`config.mk`:
```
export PLATFORM = sky130hd
export DESIGN_NAME = miwc_irq_ctrl
export DESIGN_NICKNAME = d
export VERILOG_FILES = /design/src/miwc_pkg.sv /design/src/miwc_irq_ctrl.sv /design/src/miwc_pc_stack.sv
export SDC_FILE = /design/constraint.sdc
export NUM_CORES = 1
export LEC_CHECK = 0
export ABC_AREA = 1
export BUFFER_PORTS_ARGS = -buffer_cell sky130_fd_sc_hd__buf_4
export CORE_UTILIZATION = 35
export CTS_CLUSTER_DIAMETER = 150
export DETAILED_ROUTE_END_ITERATION = 6
export GPL_TIMING_DRIVEN = 1
export SLEW_MARGIN = 40
export SYNTH_ARGS = -nofsm -noshare
export SYNTH_HDL_FRONTEND = slang
export SYNTH_SLANG_ARGS = --single-unit
```
`constraint.sdc`:
```
create_clock -name ref_clk_in -period 4.55 [get_ports ref_clk_in]
set_clock_uncertainty 0.2 [all_clocks]
set_input_delay 0.91 -clock ref_clk_in [delete_from_list [all_inputs] [get_ports ref_clk_in]]
set_output_delay 0.91 -clock ref_clk_in [all_outputs]
set_load 0.005 [all_outputs]
```
`src/miwc_pkg.sv`:
```
// miwc_pkg: register map, field positions, reset values and enumerations
// for the interrupt request, vectoring and wake-up block.
// assumes one 100 MHz system clock and a word-addressed Avalon-MM slave.
//
// Notes on behaviour
// - converter done sets its request flag.
// - converter vector needs global enable, own enable, stack not full, flag.
// - servicing converter clears its flag and the global enable.
// - shared flag sets whenever a second periodic timer flag sets; here only on a timer pulse, not on an FSET write.
// - shared service clears shared flag and global enable only; members stay.
// - each timer has compare A and compare P requests; timer zero own vectors.
// - second periodic timer also needs the shared enable.
// - servicing timer zero clears its taken flag and the global enable.
// - any request flag rising wakes from sleep or idle, enables ignored.
// - a set flag stays set until serviced or cleared by software.
// - interrupt entry pushes only the program counter.
// - interrupt exit returns and sets the global enable.
// - plain return returns and leaves the global enable untouched.
// - configuration options are fixed at programming, not software writable.
// - fast oscillator option selects 8, 12 or 16 MHz; software matches it.
// - option selects slow clock from internal oscillator or crystal.
package miwc_pkg;

    // ----------------------------------------------------------------
    // register word offsets (byte address = 4 * index)
    // ----------------------------------------------------------------
    localparam logic [3:0] MIWC_REG_CTRL   = 4'h0; // enables
    localparam logic [3:0] MIWC_REG_FLAGS  = 4'h1; // request flags, w1 clears
    localparam logic [3:0] MIWC_REG_FSET   = 4'h2; // write 1 sets a flag
    localparam logic [3:0] MIWC_REG_STATUS = 4'h3; // vector, wake, stack depth
    localparam logic [3:0] MIWC_REG_OPTION = 4'h4; // programming-time options

    // ctrl bit positions
    localparam int MIWC_CTL_GIE  = 0;
    localparam int MIWC_CTL_ADE  = 1;
    localparam int MIWC_CTL_MFE  = 2;
    localparam int MIWC_CTL_CTA  = 3;
    localparam int MIWC_CTL_CTP  = 4;
    localparam int MIWC_CTL_P0A  = 5;
    localparam int MIWC_CTL_P0P  = 6;
    localparam int MIWC_CTL_P1A  = 7;
    localparam int MIWC_CTL_P1P  = 8;
    localparam int MIWC_CTL_W    = 9;

    // flag bit positions
    localparam int MIWC_FLG_ADF  = 0;
    localparam int MIWC_FLG_MFF  = 1;
    localparam int MIWC_FLG_CTA  = 2;
    localparam int MIWC_FLG_CTP  = 3;
    localparam int MIWC_FLG_P0A  = 4;
    localparam int MIWC_FLG_P0P  = 5;
    localparam int MIWC_FLG_P1A  = 6;
    localparam int MIWC_FLG_P1P  = 7;
    localparam int MIWC_FLG_W    = 8;

    localparam logic [MIWC_CTL_W-1:0] MIWC_CTRL_RST  = 9'h000;
    localparam logic [MIWC_FLG_W-1:0] MIWC_FLAGS_RST = 8'h00;

    localparam int             MIWC_STACK_DEPTH = 8;
    localparam int             MIWC_PC_W        = 14;
    localparam logic [2:0]     MIWC_NUM_VEC     = 3'h6;

    // vector numbers in priority order, lowest number wins
    typedef enum logic [2:0] {
        MIWC_VEC_CTA = 3'h0,
        MIWC_VEC_CTP = 3'h1,
        MIWC_VEC_P0A = 3'h2,
        MIWC_VEC_P0P = 3'h3,
        MIWC_VEC_ADC = 3'h4,
        MIWC_VEC_MF  = 3'h5,
        MIWC_VEC_NONE = 3'h7
    } miwc_vec_e;

    // fast oscillator option codes
    localparam logic [1:0] MIWC_FOSC_8M  = 2'h0;
    localparam logic [1:0] MIWC_FOSC_12M = 2'h1;
    localparam logic [1:0] MIWC_FOSC_16M = 2'h2;

    // control sequencer states
    typedef enum logic [2:0] {
        MIWC_ST_IDLE = 3'b001,
        MIWC_ST_CALL = 3'b010,
        MIWC_ST_RET  = 3'b100
    } miwc_state_e;

endpackage

```
`src/miwc_irq_ctrl.sv`:
```
// miwc_irq_ctrl: interrupt flags, enables, vectoring and wake-up for the core.
// assumes the core's sequencer gives a boundary strobe, return strobes and the
// program counter; everything runs on ref_clk_in, synchronous reset.
//
// The Avalon-MM slave port and the address map were left to the implementer.
module miwc_irq_ctrl
    import miwc_pkg::*;
#(
    parameter int                    CALL_CYCLES = 8, // two instruction cycles
    parameter logic [1:0]            FOSC_OPT    = miwc_pkg::MIWC_FOSC_8M,
    parameter logic                  SLOW_XTAL   = 1'b0
) (
    // clock and reset
    input  wire logic                              ref_clk_in,
    input  wire logic                              nrst_in,
    // avalon-mm slave
    input  wire logic [3:0]                        avs_address,
    input  wire logic                              avs_read,
    input  wire logic                              avs_write,
    input  wire logic [31:0]                       avs_writedata,
    output logic      [31:0]                       avs_readdata,
    output logic                                   avs_waitrequest,
    // event sources, one-cycle pulses
    input  wire logic                              converter_done_in,
    input  wire logic [1:0]                        compact_timer_zero_in,
    input  wire logic [1:0]                        periodic_timer_zero_in,
    input  wire logic [1:0]                        periodic_timer_one_in,
    // core sequencer
    input  wire logic                              instr_boundary_in,
    input  wire logic [miwc_pkg::MIWC_PC_W-1:0]    core_pc_in,
    input  wire logic                              interrupt_exit_instr_in,
    input  wire logic                              subroutine_exit_plain_in,
    input  wire logic                              low_power_in,
    // to core
    output logic                                   vector_call_out,
    output logic      [2:0]                        vector_num_out,
    output logic                                   return_valid_out,
    output logic      [miwc_pkg::MIWC_PC_W-1:0]    return_pc_out,
    output logic                                   wakeup_out,
    output logic                                   global_irq_enable_out,
    // fixed options
    output logic      [1:0]                        fast_osc_sel_out,
    output logic                                   slow_crystal_osc_sel_out
);
    import miwc_pkg::*;

    // ----------------------------------------------------------------
    // state
    // ----------------------------------------------------------------
    logic [MIWC_CTL_W-1:0] ctrl_q;
    logic [MIWC_FLG_W-1:0] flags_q, flags_d;
    logic [MIWC_FLG_W-1:0] flags_prev_q;
    miwc_state_e           state_q, state_d;
    logic [3:0]            cnt_q, cnt_d;

    logic [2:0]            vec_q;
    logic                  call_q, rv_q, wake_q, wait_q;
    logic [31:0]           rdata_q;

    logic [MIWC_PC_W-1:0]  rpc_q;
    logic [1:0]            fosc_q;
    logic                  xtal_q;

    wire [$clog2(MIWC_STACK_DEPTH):0] stk_level;
    wire [MIWC_PC_W-1:0]              stk_top;
    wire                              stk_full;

    // ----------------------------------------------------------------
    // bus decode
    // ----------------------------------------------------------------
    wire bus_req  = (avs_read || avs_write) && wait_q;
    // writes land on the answering edge
    wire bus_acc  = (avs_read || avs_write) && !wait_q;
    wire wr_ctrl  = bus_acc && avs_write && (avs_address == MIWC_REG_CTRL);
    wire wr_flags = bus_acc && avs_write && (avs_address == MIWC_REG_FLAGS);
    wire wr_fset  = bus_acc && avs_write && (avs_address == MIWC_REG_FSET);

    // ----------------------------------------------------------------
    // request evaluation
    // ----------------------------------------------------------------
    wire gie = ctrl_q[MIWC_CTL_GIE];
    wire [5:0] pend;
    assign pend[MIWC_VEC_CTA] = flags_q[MIWC_FLG_CTA] && ctrl_q[MIWC_CTL_CTA];
    assign pend[MIWC_VEC_CTP] = flags_q[MIWC_FLG_CTP] && ctrl_q[MIWC_CTL_CTP];
    assign pend[MIWC_VEC_P0A] = flags_q[MIWC_FLG_P0A] && ctrl_q[MIWC_CTL_P0A];
    assign pend[MIWC_VEC_P0P] = flags_q[MIWC_FLG_P0P] && ctrl_q[MIWC_CTL_P0P];
    assign pend[MIWC_VEC_ADC] = flags_q[MIWC_FLG_ADF] && ctrl_q[MIWC_CTL_ADE];

    // member enables plus the shared enable gate the shared vector
    wire p1_req = (flags_q[MIWC_FLG_P1A] && ctrl_q[MIWC_CTL_P1A])
               || (flags_q[MIWC_FLG_P1P] && ctrl_q[MIWC_CTL_P1P]);
    assign pend[MIWC_VEC_MF] = flags_q[MIWC_FLG_MFF] && ctrl_q[MIWC_CTL_MFE] && p1_req;

    function automatic logic [2:0] pick(input logic [5:0] p);
        logic [2:0] v;
        v = MIWC_VEC_NONE;
        for (int i = 5; i >= 0; i--) begin
            if (p[i]) begin
                v = 3'(i);
            end
        end
        return v;
    endfunction

    wire [2:0] win_vec = pick(pend);
    wire take = (state_q == MIWC_ST_IDLE) && instr_boundary_in && gie
             && !stk_full && (win_vec != MIWC_VEC_NONE);
    wire ret_any = interrupt_exit_instr_in || subroutine_exit_plain_in;
    wire start_ret = (state_q == MIWC_ST_IDLE) && !take && ret_any;

    wire cnt_last  = (cnt_q == 4'(CALL_CYCLES - 1));
    wire call_done = (state_q == MIWC_ST_CALL) && cnt_last;
    wire ret_done  = (state_q == MIWC_ST_RET) && cnt_last;

    // ----------------------------------------------------------------
    // flags: set wins over any clear in the same cycle
    // ----------------------------------------------------------------
    logic [MIWC_FLG_W-1:0] set_v, clr_v;
    always_comb begin
        set_v = '0;
        clr_v = '0;

        set_v[MIWC_FLG_ADF] = converter_done_in;
        set_v[MIWC_FLG_CTA] = compact_timer_zero_in[0];
        set_v[MIWC_FLG_CTP] = compact_timer_zero_in[1];
        set_v[MIWC_FLG_P0A] = periodic_timer_zero_in[0];
        set_v[MIWC_FLG_P0P] = periodic_timer_zero_in[1];
        set_v[MIWC_FLG_P1A] = periodic_timer_one_in[0];
        set_v[MIWC_FLG_P1P] = periodic_timer_one_in[1];
        set_v[MIWC_FLG_MFF] = |periodic_timer_one_in;

        if (wr_fset) begin
            set_v = set_v | avs_writedata[MIWC_FLG_W-1:0];
        end
        if (wr_flags) begin
            clr_v = avs_writedata[MIWC_FLG_W-1:0];
        end
        if (take) begin
            case (win_vec)
                MIWC_VEC_CTA: clr_v[MIWC_FLG_CTA] = 1'b1;
                MIWC_VEC_CTP: clr_v[MIWC_FLG_CTP] = 1'b1;
                MIWC_VEC_P0A: clr_v[MIWC_FLG_P0A] = 1'b1;
                MIWC_VEC_P0P: clr_v[MIWC_FLG_P0P] = 1'b1;
                MIWC_VEC_ADC: clr_v[MIWC_FLG_ADF] = 1'b1;
                MIWC_VEC_MF:  clr_v[MIWC_FLG_MFF] = 1'b1;
                default: clr_v = clr_v;
            endcase
        end

        flags_d = (flags_q & ~clr_v) | set_v;
    end

    // ----------------------------------------------------------------
    // sequencer
    // ----------------------------------------------------------------
    always_comb begin
        state_d = state_q;
        cnt_d   = cnt_q + 1'b1;
        case (state_q)
            MIWC_ST_IDLE: begin
                cnt_d = '0;
                if (take) begin
                    state_d = MIWC_ST_CALL;
                end else if (start_ret) begin
                    state_d = MIWC_ST_RET;
                end
            end
            MIWC_ST_CALL: begin
                if (call_done) begin
                    state_d = MIWC_ST_IDLE;
                end
            end
            MIWC_ST_RET: begin
                if (ret_done) begin
                    state_d = MIWC_ST_IDLE;
                end
            end
            default: begin
                state_d = MIWC_ST_IDLE;
                cnt_d   = '0;
            end
        endcase
    end

    // only the pc is saved; accumulator and status are left to software
    miwc_pc_stack #(
        .DEPTH (MIWC_STACK_DEPTH),
        .PC_W  (MIWC_PC_W)
    ) u_stack (
        .ref_clk_in (ref_clk_in),
        .nrst_in    (nrst_in),
        .push_in    (take),
        .pop_in     (start_ret),
        .push_pc_in (core_pc_in),
        .top_pc_out (stk_top),
        .level_out  (stk_level),
        .full_out   (stk_full)
    );

    // ----------------------------------------------------------------
    // enables
    // ----------------------------------------------------------------
    logic [MIWC_CTL_W-1:0] ctrl_d;
    always_comb begin
        ctrl_d = ctrl_q;
        if (wr_ctrl) begin
            ctrl_d = avs_writedata[MIWC_CTL_W-1:0];
        end

        if (take) begin
            ctrl_d[MIWC_CTL_GIE] = 1'b0;
        end else if (start_ret && interrupt_exit_instr_in) begin
            ctrl_d[MIWC_CTL_GIE] = 1'b1;
        end
        // plain return leaves the enable as it is
    end

    // ----------------------------------------------------------------
    // registers
    // ----------------------------------------------------------------
    always_ff @(posedge ref_clk_in) begin
        if (!nrst_in) begin
            ctrl_q       <= MIWC_CTRL_RST;
            flags_q      <= MIWC_FLAGS_RST;
            flags_prev_q <= MIWC_FLAGS_RST;
            state_q      <= MIWC_ST_IDLE;
            cnt_q        <= '0;
        end else begin
            ctrl_q       <= ctrl_d;
            flags_q      <= flags_d;
            flags_prev_q <= flags_q;
            state_q      <= state_d;
            cnt_q        <= cnt_d;
        end
    end

    always_ff @(posedge ref_clk_in) begin
        if (!nrst_in) begin
            call_q <= 1'b0;
            vec_q  <= MIWC_VEC_NONE;
            rv_q   <= 1'b0;
            rpc_q  <= '0;
            wake_q <= 1'b0;
        end else begin
            call_q <= take;
            vec_q  <= take ? win_vec : vec_q;
            rv_q   <= start_ret;
            rpc_q  <= start_ret ? stk_top : rpc_q;

            // rising flag wakes regardless of enables
            wake_q <= low_power_in && |(flags_q & ~flags_prev_q);
        end
    end

    // options reload from the parameters on every clock out of reset and are never written by software
    always_ff @(posedge ref_clk_in) begin
        if (!nrst_in) begin
            fosc_q <= MIWC_FOSC_8M;
            xtal_q <= 1'b0;
        end else begin
            fosc_q <= FOSC_OPT;
            xtal_q <= SLOW_XTAL;
        end
    end

    // ----------------------------------------------------------------
    // bus answer: one wait cycle, then data
    // ----------------------------------------------------------------
    logic [31:0] rmux;
    always_comb begin
        rmux = 32'h0000_0000;
        case (avs_address)
            MIWC_REG_CTRL:   rmux[MIWC_CTL_W-1:0] = ctrl_q;
            MIWC_REG_FLAGS:  rmux[MIWC_FLG_W-1:0] = flags_q;
            MIWC_REG_STATUS: rmux[11:0] = {stk_level, stk_full, state_q, vec_q, wake_q};
            MIWC_REG_OPTION: rmux[2:0]  = {xtal_q, fosc_q};
            default:         rmux = 32'h0000_0000;
        endcase
    end

    always_ff @(posedge ref_clk_in) begin
        if (!nrst_in) begin
            wait_q  <= 1'b1;
            rdata_q <= 32'h0000_0000;
        end else begin
            wait_q  <= !bus_req;
            rdata_q <= (bus_req && avs_read) ? rmux : rdata_q;
        end
    end

    assign avs_readdata          = rdata_q;
    assign avs_waitrequest       = wait_q;

    assign vector_call_out       = call_q;
    assign vector_num_out        = vec_q;
    assign return_valid_out      = rv_q;
    assign return_pc_out         = rpc_q;
    assign wakeup_out            = wake_q;
    assign global_irq_enable_out = ctrl_q[MIWC_CTL_GIE];

    assign fast_osc_sel_out      = fosc_q;
    assign slow_crystal_osc_sel_out = xtal_q;
endmodule

```
`src/miwc_pc_stack.sv`:
```
// miwc_pc_stack: program-counter return stack of flip-flops.
// assumes push and pop never arrive together and pop only when not empty.
module miwc_pc_stack #(
    parameter int DEPTH = 8,
    parameter int PC_W  = 14
) (
    // clock and reset
    input  wire logic                      ref_clk_in,
    input  wire logic                      nrst_in,
    // push and pop
    input  wire logic                      push_in,
    input  wire logic                      pop_in,
    input  wire logic [PC_W-1:0]           push_pc_in,
    // state
    output logic      [PC_W-1:0]           top_pc_out,
    output logic      [$clog2(DEPTH):0]    level_out,
    output logic                           full_out
);
    logic [PC_W-1:0]        mem_q [DEPTH];
    logic [$clog2(DEPTH):0] level_q;
    wire  [$clog2(DEPTH)-1:0] wr_idx  = level_q[$clog2(DEPTH)-1:0];
    wire  [$clog2(DEPTH)-1:0] top_idx = wr_idx - 1'b1;
    wire                      is_full = (level_q == ($clog2(DEPTH)+1)'(DEPTH));

    always_ff @(posedge ref_clk_in) begin
        if (push_in && !is_full) begin
            mem_q[wr_idx] <= push_pc_in;
        end
    end

    always_ff @(posedge ref_clk_in) begin
        if (!nrst_in) begin
            level_q <= '0;
        end else if (push_in && !is_full) begin
            level_q <= level_q + 1'b1;
        end else if (pop_in && level_q != '0) begin
            level_q <= level_q - 1'b1;
        end
    end

    assign top_pc_out = (level_q == '0) ? '0 : mem_q[top_idx];
    assign level_out  = level_q;
    assign full_out   = is_full;
endmodule

```
==> results of run 1 <==
flip-flops by register name (all words and copies together) (netlist names):
signal,flops
u_stack.mem_q,112
return_pc_out,14
avs_readdata,12
ctrl_q,9
flags_prev_q,8
flags_q,8
cnt_q,4
u_stack.level_out,4
state_q,3
vector_num_out,3
avs_waitrequest,1
return_valid_out,1
vector_call_out,1
wakeup_out,1
final cells by class:
type,count,share of cell area (%)
multi-input cells,492,27.51
clock inverters,14,1.328
repair buffers,90,7.607
well taps,275,3.804
inverters,60,2.545
clock buffers,18,4.744
flip-flops and latches,181,52.46
power groups by stage:
stage | Combinational, µW | Sequential [µW] | Clock (µW)
final | 1950 | 1910 | 1370
after global routing | 2170 | 1930 | 1460
after CTS | 1960 | 1910 | 1400
after detailed placement | 1950 | 1950 | 0
after global placement | 1940 | 1950 | 0
after floorplan | 1410 | 1920 | 0
per-layer routing:
metal	up-vias	share of wire [%]	GRT usage, %
met5	-	0	0
met2	164	47	25.94
met3	18	5.5	2.697
met4	0	1.2	5.152
met1	2632	46	22.61
li1	2735	-	-
worst paths after layout:
kind,slack (ns),cells after the start,start,endpoint
min reg2reg,0.25,2,flags_q[5],flags_prev_q[5]
max,1.27,10,u_stack.level_out[1],u_stack.mem_q[4][10]
min,0.25,2,flags_q[5],flags_prev_q[5]
max reg2reg,1.27,10,u_stack.level_out[1],u_stack.mem_q[4][10]
kinds of logic (layout without fill, tap and decap cells):
| kind of cell | Yosys count | in the layout | synth area share, % |
|---|---|---|---|
| flops | 181 | 181 | 61.49 |
| fa+ha+maj | 5 | 5 | 0.9081 |
| compound gates | 195 | 195 | 14.79 |
| other cells | 1 | 23 | 0.04860 |
| simple gates | 266 | 266 | 14.61 |
| buf+inv | 116 | 182 | 7.718 |
| xor+xnor | 3 | 3 | 0.4379 |
through the flow:
step | power (µW) | cells | utilization, % | cell area (µm²) | hold slack [ns]
final | 5236 | 1130 | 42.50 | 9046 | 0.2461
after global routing | 5557 | 1130 | 42.50 | 9046 | 0.2876
after CTS | 5274 | 1130 | 42.50 | 9046 | 0.2481
after floorplan | 3322 | 789 | - | 7799 | 0.2176
after global placement | 3887 | 1098 | 39.92 | 8497 | 0.2341
after detailed placement | 3902 | 1098 | 39.92 | 8497 | 0.2385
layout by cell type (no fill, tap or decap), drive strengths merged, types with 10 or more instances in the layout:
cell and count:
clkbuf 18, inv 64, dfxtp 69, nor3 11, a21oi 73, nor2 91
o21ai 77, nand3 11, clkinv 10, buf 90, conb 23, o22ai 33
edfxtp 112, nand2 150
critical path, stage by stage (launching register included):
cell and delay, ns:
dfxtp_1 0.62, inv_1 0.17, ha_1 0.27, nand2_1 0.10, nor2_1 0.07, nor3_4 0.24
nand2_2 0.26, inv_2 0.15, nand2_1 0.14, nor3_2 0.43, buf_4 0.31
==> results by group, run 1 <==
Status
  • Run status: completed

STA
  • Final setup violation count: 0
  • Hold Violations, Final: 0
  • Slack of the critical path: 1.270 ns
  • Headroom to the max-slew limit: 57.68%
  • Period Utilization, post-route: 72.08%
  • Setup TNS Final: 0 ns
  • Fmax: 304.9 MHz
  • Final slew viol count: 0
  • Final Critical Period: 3.280 ns
  • RSZ-0062 raised after global routing: false
  • Slew at the pin with the worst max-slew slack: 0.6333 ns

Logic synthesis
  • Area of the mapped netlist: 7716 µm²
  • Top-area cell type share of the netlist area: 43.59%
  • Number of synthesized register bits: 181
  • Post-synthesis average cell area: 10.06 µm²
  • Top cells by count, synth: nand2_1, edfxtp_1, nor2_1
  • Ys async rst share: 0%
  • Post-synthesis cell type with the largest combined area: edfxtp_1
  • Netlist cell types: 45
  • Most frequent cell after synthesis: nand2_1
  • Cells after Synth: 767
  • Count of flip-flops with a built-in enable after synthesis: 112
  • Most used flip-flop cell after synthesis: edfxtp_1
  • Cell types with the largest area share after synthesis: edfxtp_1, dfxtp_1, nand2_1
  • Sequential area share after synthesis: 61.49%
  • Yosys warnings: 0

Worst setup path
  • Largest fanout on the critical path: 13
  • Worst Setup Start Kind: register
  • Critical path arrival: 3.20 ns
  • Kind of critical path: register to register
  • Critical Path Sink Type: register
  • CP required: 4.47 ns

Power
  • Internal power summed over all cells: 3218 µW
  • Power per Cell Area: 578.8 nW/µm²
  • Share of total power consumed by net switching: 38.55%
  • Net switching power of the design: 2018 µW
  • Static leakage: 0.003459 µW
  • Share of power burned in registers: 36.6%
  • Comb pwr share: 37.2%
  • Proportion of power drawn by the clock network: 26.2%
  • Worst IR drop on VDD: 0.4332 mV

Routing
  • Average wire per standard cell: 15.72 µm
  • Post-DR vias/cell: 4.911
  • Router iterations before antenna repair: 5
  • Final routed DRC violation total: 0
  • Total vias in the final route: 5549
  • Number of routed nets with antenna violations: 0
  • Initial drt markers: 326
  • Total Wirelength: 17.76 mm

Place
  • Setup Slack @ Placement: 1.276 ns
  • Estimated wirelength of the detail-placed design: 11.55 mm
  • Number of buffers added on ports: 75
  • Global placer's final weighted congestion: 0.8590

Floorplan
  • Core Rows: 53
  • Core ar.: 21290 µm²
  • Number of ports placed on the die boundary: 122
  • Die outline area: 22640 µm²
  • Die H: 150.5 µm
  • Horizontal extent of the die: 150.5 µm
  • Initial cell density of the core: 36.25%

CTS
  • Number of setup buffers added after CTS: 0
  • Post-cts repair resize count: 0
  • Clock Path Buffers: 2
  • Num Clock Sinks: 181
  • Clock transition at path regs: 0.07 ns
  • Total clock buffers created by CTS: 17
  • Cell chosen for the clock root: clkbuf_16
  • Clock H-tree levels: 4
  • Hold-fix buffer count after cts: 0
  • Insertion delay to the later sink of the worst-skew pair: 0.43 ns
  • CTS tree: built

Layout
  • Antenna fix cells: 0
  • Share of cells above drive strength 1: 20.70%
  • Layout Area Growth over Synthesis: 17.24%
  • Fill cell total of the finished layout: 2084
  • Final layout net count: 912
  • Flip-flop and latch area: 4746 µm²
  • Area of the multi-input gates: 2489 µm²

GRT
  • Via count of the first global-routing pass: 5080
  • GRT Overall Usage: 16.30%
  • Initial antenna violation count: 0
  • Largest net degree at the start of global routing: 62
  • Final global-route overflow total: 0
  • First-pass GRT wire length: 27.86 mm

Min path
  • Class of the most critical hold timing path: register to register

Flow run
  • Maximum capacitance violations: 0
Note: power is estimated with default switching activity, not from simulation.
==> run 2: changes to the inputs <==
- ABC_AREA: 1 -> 0
- clock period: 4.55 -> 3 ns (I/O delays scaled with it)
==> run 2 against run 1 <==
Via count fell by 14%. Clock power rose by 62%. Final area fell by 1.7%. Die area fell by 4.4%. Synthesized cell count fell by 27%. Global-route usage fell by 0.18 points. Register-to-register slack got worse by 1.2 ns. Non-clock buffer count rose by 8. Critical path type unchanged. Largest cell class unchanged.
==> results by group, run 2 <==
STA
  • Final setup violation count: 0 (unchanged)
  • Hold Violations, Final: 0 (unchanged)
  • Slack of the critical path: 0.1146 ns (was 1.270 ns)
  • Final slew viol count: 0 (unchanged)
  • Fmax: 346.6 MHz (was 304.9 MHz)
  • Final Critical Period: 2.885 ns (was 3.280 ns)
  • Headroom to the max-slew limit: 45.15% (was 57.68%)
  • Slew at the pin with the worst max-slew slack: 0.8218 ns (was 0.6333 ns)
  • Minimum hold slack: 0.1964 ns (was 0.2461 ns)
  • Period Utilization, post-route: 96.18% (was 72.08%)

Routing
  • Final routed DRC violation total: 0 (unchanged)
  • Total Wirelength: 16.79 mm (was 17.76 mm)
  • Average wire per standard cell: 18.13 µm (was 15.72 µm)
  • Post-DR vias/cell: 5.157 (was 4.911)
  • Total vias in the final route: 4775 (was 5549)
  • Router iterations before antenna repair: 6 (was 5)
  • Initial drt markers: 317 (was 326)
  • Number of routed nets with antenna violations: 0 (unchanged)

Logic synthesis
  • Sequential area share after synthesis: 64.39% (was 61.49%)
  • Top cells by count, synth: edfxtp_1, dfxtp_1, nand2_1 (was nand2_1, edfxtp_1, nor2_1)
  • Most frequent cell after synthesis: edfxtp_1 (was nand2_1)
  • Ys async rst share: 0% (unchanged)
  • Post-synthesis cell type with the largest combined area: edfxtp_1 (unchanged)
  • Cell types with the largest area share after synthesis: edfxtp_1, dfxtp_1, mux4_2 (was edfxtp_1, dfxtp_1, nand2_1)
  • Area of the mapped netlist: 7368 µm² (was 7716 µm²)
  • Cells after Synth: 558 (was 767)
  • Post-synthesis average cell area: 13.20 µm² (was 10.06 µm²)
  • Most used flip-flop cell after synthesis: edfxtp_1 (unchanged)
  • Count of flip-flops with a built-in enable after synthesis: 112 (unchanged)
  • Yosys warnings: 0 (unchanged)
  • Number of synthesized register bits: 181 (unchanged)
  • Top-area cell type share of the netlist area: 45.64% (was 43.59%)
  • Netlist cell types: 49 (was 45)

Min path
  • WHS Path Cells: 2 (unchanged)
  • WHS Endpoint: avs_waitrequest (was flags_prev_q[5])
  • Worst min-delay path startpoint: avs_read (was flags_q[5])
  • Class of the most critical hold timing path: primary input to register (was register to register)

Power
  • Comb pwr share: 25.7% (was 37.2%)
  • Worst IR drop on VDD: 0.6074 mV (was 0.4332 mV)
  • Internal power summed over all cells: 4790 µW (was 3218 µW)
  • Proportion of power drawn by the clock network: 32.8% (was 26.2%)
  • Share of power burned in registers: 41.6% (was 36.6%)
  • Net switching power of the design: 1975 µW (was 2018 µW)
  • Share of total power consumed by net switching: 29.20% (was 38.55%)
  • Final Total Pwr: 6765 µW (was 5236 µW)
  • Power per Cell Area: 760.8 nW/µm² (was 578.8 nW/µm²)
  • Static leakage: 0.003225 µW (was 0.003459 µW)

Layout
  • Share of cells above drive strength 1: 26.72% (was 20.70%)
  • Leading cell types in the layout, fill and taps excluded: edfxtp_1, buf_4, dfxtp_1 (was nand2_1, edfxtp_1, buf_4)
  • Fill cell total of the finished layout: 1857 (was 2084)
  • Most common library cell in the layout ignoring fill and taps: edfxtp_1 (was nand2_1)
  • Post-route core utilization: 43.53% (was 42.50%)
  • Register name with the most flops: u_stack.mem_q (unchanged)
  • Number of flip-flops under the largest register name: 112 (unchanged)
  • Area of the multi-input gates: 2436 µm² (was 2489 µm²)
  • Flip-flop and latch area: 4746 µm² (unchanged)
  • Final layout net count: 712 (was 912)
  • Layout Area Growth over Synthesis: 20.68% (was 17.24%)

GRT
  • Largest net degree at the start of global routing: 41 (was 62)
  • First-pass GRT wire length: 26.47 mm (was 27.86 mm)
  • Initial antenna violation count: 1 (was 0)
  • Via count of the first global-routing pass: 4701 (was 5080)
  • GRT Overall Usage: 16.12% (was 16.30%)
  • Final global-route overflow total: 0 (unchanged)

CTS
  • Num Clock Sinks: 181 (unchanged)
  • Clock H-tree levels: 4 (unchanged)
  • Insertion delay to the later sink of the worst-skew pair: 0.42 ns (was 0.43 ns)
  • Clock transition at path regs: 0.07 ns (about the same)
  • CTS tree: built (unchanged)
  • Cell chosen for the clock root: clkbuf_16 (unchanged)
  • Clock Path Buffers: 2 (unchanged)
  • Total clock buffers created by CTS: 17 (unchanged)

Worst setup path
  • Highest-delay cell along the critical path: dfxtp_2 (was dfxtp_1)
  • Longest individual stage delay on the worst path: 0.35 ns (was 0.62 ns)
  • Largest fanout on the critical path: 16 (was 13)
  • Critical Path Sink Type: register (unchanged)
  • Flop-to-flop setup slack: 0.11 ns (was 1.27 ns)
  • CP required: 3.10 ns (was 4.47 ns)
  • Kind of critical path: register to register (unchanged)
  • Critical path arrival: 2.98 ns (was 3.20 ns)
  • Cells along the critical path: clkinvlp_4 -> ha_4 -> and3b_4 -> and4b_2 -> o21a_4 -> inv_4 -> ha_1 -> a21o_1 -> a21oi_2 -> nand3_1 -> nand4_1 -> o311ai_2 (was inv_1 -> ha_1 -> nand2_1 -> nor2_1 -> nor3_4 -> nand2_2 -> inv_2 -> nand2_1 -> nor3_2 -> buf_4)
  • Launch point of the worst reg-to-reg path: u_stack.level_out[0] (was u_stack.level_out[1])
  • R2r worst-path depth: 12 (was 10)
  • Worst Setup Start Kind: register (unchanged)
  • RR Endpoint: u_stack.level_out[3] (was u_stack.mem_q[4][10])

Place
  • Setup Slack @ Placement: 0.1239 ns (was 1.276 ns)
  • Estimated wirelength of the detail-placed design: 10.82 mm (was 11.55 mm)
  • Number of buffers added on ports: 75 (unchanged)
  • Global placer's final weighted congestion: 0.8364 (was 0.8590)

Floorplan
  • Horizontal extent of the die: 147.1 µm (was 150.5 µm)
  • Initial cell density of the core: 36.07% (was 36.25%)
  • Core Rows: 52 (was 53)
  • Die H: 147.1 µm (was 150.5 µm)
  • Number of ports placed on the die boundary: 122 (unchanged)
  • Core ar.: 20430 µm² (was 21290 µm²)
  • Die outline area: 21640 µm² (was 22640 µm²)

Status
  • Run status: completed (unchanged)

Flow run
  • Maximum capacitance violations: 0 (unchanged)
==> run 2: cell types whose count changed in the layout (fill, tap and decap cells not counted), sizes merged, moves of 29 or more <==
cell   delta
nand2    -86
nor2     -57
a21oi    -49
inv      -45
o21ai    -38
o22ai    -29
==> run 2: how the worst max path moves through the flow <==
stage                          from                   end  slack (ns)
2_1_floorplan  u_stack.level_out[0]   u_stack.mem_q[3][0]       -0.10
3_3_place_gp   u_stack.level_out[0]  u_stack.level_out[3]        0.17
3_5_place_dp   u_stack.level_out[0]  u_stack.level_out[3]        0.12
4_1_cts        u_stack.level_out[0]  u_stack.level_out[3]        0.11
5_1_grt        u_stack.level_out[0]  u_stack.level_out[3]       -0.05
6_report       u_stack.level_out[0]  u_stack.level_out[3]        0.11
==> run 2: final cells by class <==
type                       instances  share of cell area (%)
antenna                            1                 0.02814
clock buffer                      20                   4.911
clock inverter                    12                   1.604
inverter                          13                  0.6191
multi-input combinational        331                   27.40
sequential                       181                   53.37
tap                              270                   3.799
timing repair buffer              98                   8.274
==> run 2: power by group through the flow <==
stage	clock, µW	sequential (µW)	combinational [µW]
2_1_floorplan	0	2860	1280
3_3_place_gp	0	2860	1720
3_5_place_dp	0	2870	1750
4_1_cts	2260	2810	1760
5_1_grt	2340	2820	1910
6_report	2220	2810	1740
==> run 2: cell families (layout without fill, tap and decap cells) <==
group,Yosys count,count (layout),share of synthesized area [%]
compound gates,116,116,10.14
xor+xnor,4,4,0.4755
fa+ha+maj,5,5,0.9510
buf+inv,68,143,5.043
flops,181,181,64.39
mux,39,39,10.05
other cells,1,24,0.05089
simple gates,144,144,8.898
==> run 2: per-layer routing <==
metal / GRT usage [%] / up-vias / routed length, µm
met5: 0 / - / 0
met4: 5.361 / 0 / 300
met3: 3.944 / 21 / 1037
met2: 25.90 / 156 / 8126
met1: 21.38 / 2380 / 7323
li1: - / 2218 / -
==> run 2: worst max-delay path, delay by kind of cell, from the launching register on <==
kind | cells | cell delay [ns]
and+or+nand+nor | 4 | 0.79
AOI/OAI and AO/OA | 4 | 0.63
adders and majority gates | 2 | 0.50
DFF | 1 | 0.35
buffers and inverters | 2 | 0.27
==> run 2: stage by stage <==
step | TNS, ns | instances | area [µm²]
floorplan | -4.164 | 580 | 7586
global placement | 0 | 892 | 8289
detailed placement | 0 | 892 | 8294
CTS | 0 | 924 | 8874
global route | -0.04972 | 925 | 8890
finish | 0 | 926 | 8892
==> run 2: repair_timing <==
item,CTS,global route
gates resized for setup,0,2
buffers inserted,0,1
hold buffers,0,0
setup endpoints to repair,0,1
endpoints found under the hold margin,0,0
==> run 3: changes to the inputs <==
- REMOVE_ABC_BUFFERS: not set -> 1
==> run 3 against run 2 <==
First-iteration DRC count decreased by 6.6%. Worst hold slack got worse by 0.011 ns. Non-clock buffer count increased by 4. Critical endpoint unchanged.
==> results by group, run 3 (synthesized netlist as in run 2, its figures left out) <==
Layout
  • Register name with the most flops: u_stack.mem_q (unchanged)
  • Non-Filler Instances: 929 (was 926)
  • Most common library cell in the layout ignoring fill and taps: edfxtp_1 (unchanged)
  • Area of the multi-input gates: 2382 µm² (was 2436 µm²)
  • Fill cell total of the finished layout: 1901 (was 1857)
  • Antenna fix cells: 0 (was 1)
  • Final layout net count: 716 (was 712)
  • Flip-flop and latch area: 4746 µm² (unchanged)
  • Final non-filler cell area: 8874 µm² (was 8892 µm²)
  • Layout Area Growth over Synthesis: 20.43% (was 20.68%)
  • Number of flip-flops under the largest register name: 112 (unchanged)
  • Leading cell types in the layout, fill and taps excluded: edfxtp_1, buf_4, dfxtp_1 (unchanged)
  • Share of cells above drive strength 1: 26.71% (was 26.72%)

Worst setup path
  • CP required: 3.13 ns (was 3.10 ns)
  • Launch point of the worst path: u_stack.level_out[0] (unchanged)
  • Critical path arrival: 2.99 ns (was 2.98 ns)
  • Worst Setup Start Kind: register (unchanged)
  • Largest fanout on the critical path: 11 (was 16)
  • Flop-to-flop setup slack: 0.15 ns (was 0.11 ns)
  • Launch point of the worst reg-to-reg path: u_stack.level_out[0] (unchanged)
  • Critical Path Sink Type: register (unchanged)
  • RR Endpoint: u_stack.level_out[3] (unchanged)
  • Kind of critical path: register to register (unchanged)
  • R2r worst-path depth: 11 (was 12)
  • Critical path capture point: u_stack.level_out[3] (unchanged)

STA
  • Minimum hold slack: 0.1851 ns (was 0.1964 ns)
  • Hold Violations, Final: 0 (unchanged)
  • Final slew viol count: 0 (unchanged)
  • Slew at the pin with the worst max-slew slack: 0.8024 ns (was 0.8218 ns)
  • Period Utilization, post-route: 95.08% (was 96.18%)
  • Headroom to the max-slew limit: 46.51% (was 45.15%)
  • Fmax: 350.6 MHz (was 346.6 MHz)
  • Slack of the critical path: 0.1476 ns (was 0.1146 ns)
  • RSZ-0062 raised after global routing: false
  • Final Critical Period: 2.852 ns (was 2.885 ns)
  • Final setup violation count: 0 (unchanged)

Routing
  • Average wire per standard cell: 18.51 µm (was 18.13 µm)
  • Final routed DRC violation total: 0 (unchanged)
  • Total Wirelength: 17.20 mm (was 16.79 mm)
  • Initial drt markers: 296 (was 317)
  • Number of routed nets with antenna violations: 0 (unchanged)
  • Router iterations before antenna repair: 5 (was 6)
  • Post-DR vias/cell: 5.196 (was 5.157)
  • Total vias in the final route: 4827 (was 4775)

Floorplan
  • Die H: 147.1 µm (unchanged)
  • Initial cell density of the core: 36.07% (unchanged)
  • Die outline area: 21640 µm² (unchanged)
  • Core Rows: 52 (unchanged)
  • Horizontal extent of the die: 147.1 µm (unchanged)
  • Number of ports placed on the die boundary: 122 (unchanged)
  • Core ar.: 20430 µm² (unchanged)

GRT
  • Final global-route overflow total: 0 (unchanged)
  • First-pass GRT wire length: 26.54 mm (was 26.47 mm)
  • Largest net degree at the start of global routing: 38 (was 41)
  • Via count of the first global-routing pass: 4872 (was 4701)
  • Initial antenna violation count: 0 (was 1)
  • GRT Overall Usage: 16.42% (was 16.12%)

CTS
  • Total clock buffers created by CTS: 17 (unchanged)
  • Hold-fix buffer count after cts: 0 (unchanged)
  • Insertion delay to the later sink of the worst-skew pair: 0.43 ns (was 0.42 ns)
  • Clock Path Buffers: 2 (unchanged)
  • Clock transition at path regs: 0.07 ns (about the same)
  • CTS tree: built (unchanged)
  • Cell chosen for the clock root: clkbuf_16 (unchanged)
  • Num Clock Sinks: 181 (unchanged)
  • Clock H-tree levels: 4 (unchanged)

Min path
  • Class of the most critical hold timing path: primary input to register (unchanged)

Power
  • Final Total Pwr: 6675 µW (was 6765 µW)
  • Power per Cell Area: 752.3 nW/µm² (was 760.8 nW/µm²)
  • Worst IR drop on VDD: 0.5558 mV (was 0.6074 mV)
  • Static leakage: 0.003246 µW (was 0.003225 µW)

Place
  • Number of placed cells counting well taps: 897 (was 892)
  • Post-detailed-placement cell area: 8280 µm² (was 8294 µm²)
  • Estimated wirelength of the detail-placed design: 11.12 mm (was 10.82 mm)
  • Global placer's final weighted congestion: 0.8537 (was 0.8364)
  • Setup Slack @ Placement: 0.1109 ns (was 0.1239 ns)
  • Number of buffers added on ports: 75 (unchanged)

Status
  • Run status: completed (unchanged)

Flow run
  • Maximum capacitance violations: 0 (unchanged)
## run 3: final cells by class
type | count | share of cell area (%)
Multi-Input combinational cell | 331 | 26.85
Timing Repair Buffer | 102 | 8.629
Clock inverter | 14 | 1.847
Sequential cell | 181 | 53.48
Inverter | 13 | 0.5499
Tap cell | 270 | 3.807
Clock buffer | 18 | 4.836
## run 3: critical path, cell delays in order (launching register included)
cell      delay (ns)
dfxtp_2         0.33
inv_1           0.09
ha_1            0.24
and3b_4         0.19
and4b_1         0.27
o21a_4          0.20
inv_2           0.11
ha_1            0.28
a21o_1          0.17
a21oi_1         0.25
nand3_1         0.14
o311ai_1        0.27
## run 3: layer usage
| metal | wire length [µm] | track usage [%] | up-vias |
|---|---|---|---|
| li1 | - | - | 2224 |
| met1 | 7458 | 20.99 | 2408 |
| met2 | 8362 | 27.15 | 180 |
| met3 | 1173 | 4.410 | 15 |
| met4 | 204 | 5.103 | 0 |
| met5 | 0 | 0 | - |
## run 3: what timing repair did
action                                  4_1_cts  5_1_grt
endpoints found under the setup margin        0        1
setup buffers                                 0        0
endpoints found under the hold margin         0        0
gates resized for setup                       0        1
## run 3: through the flow
stage | TNS (ns) | utilization [%]
3_3_place_gp | 0 | 40.52
3_5_place_dp | 0 | 40.53
4_1_cts | 0 | 43.43
2_1_floorplan | -208.16 | -
6_report | 0 | 43.43
5_1_grt | 0 | 43.43
## run 3: how the worst min path moves through the flow
stage | start | endpoint | cells past startpoint
CTS | avs_read | avs_waitrequest | 2
global placement | cnt_q[0] | cnt_q[0] | 1
finish | avs_read | avs_waitrequest | 2
global route | avs_read | avs_waitrequest | 2
detailed placement | avs_waitrequest | avs_waitrequest | 1
floorplan | cnt_q[0] | cnt_q[0] | 1
## run 3: where the power goes
group	internal [µW]	switching, µW	leakage, µW	total (µW)
logic	777	924	0.00139	1700
clock network	1120	1050	0.000289	2170
registers	2740	66.8	0.00157	2800
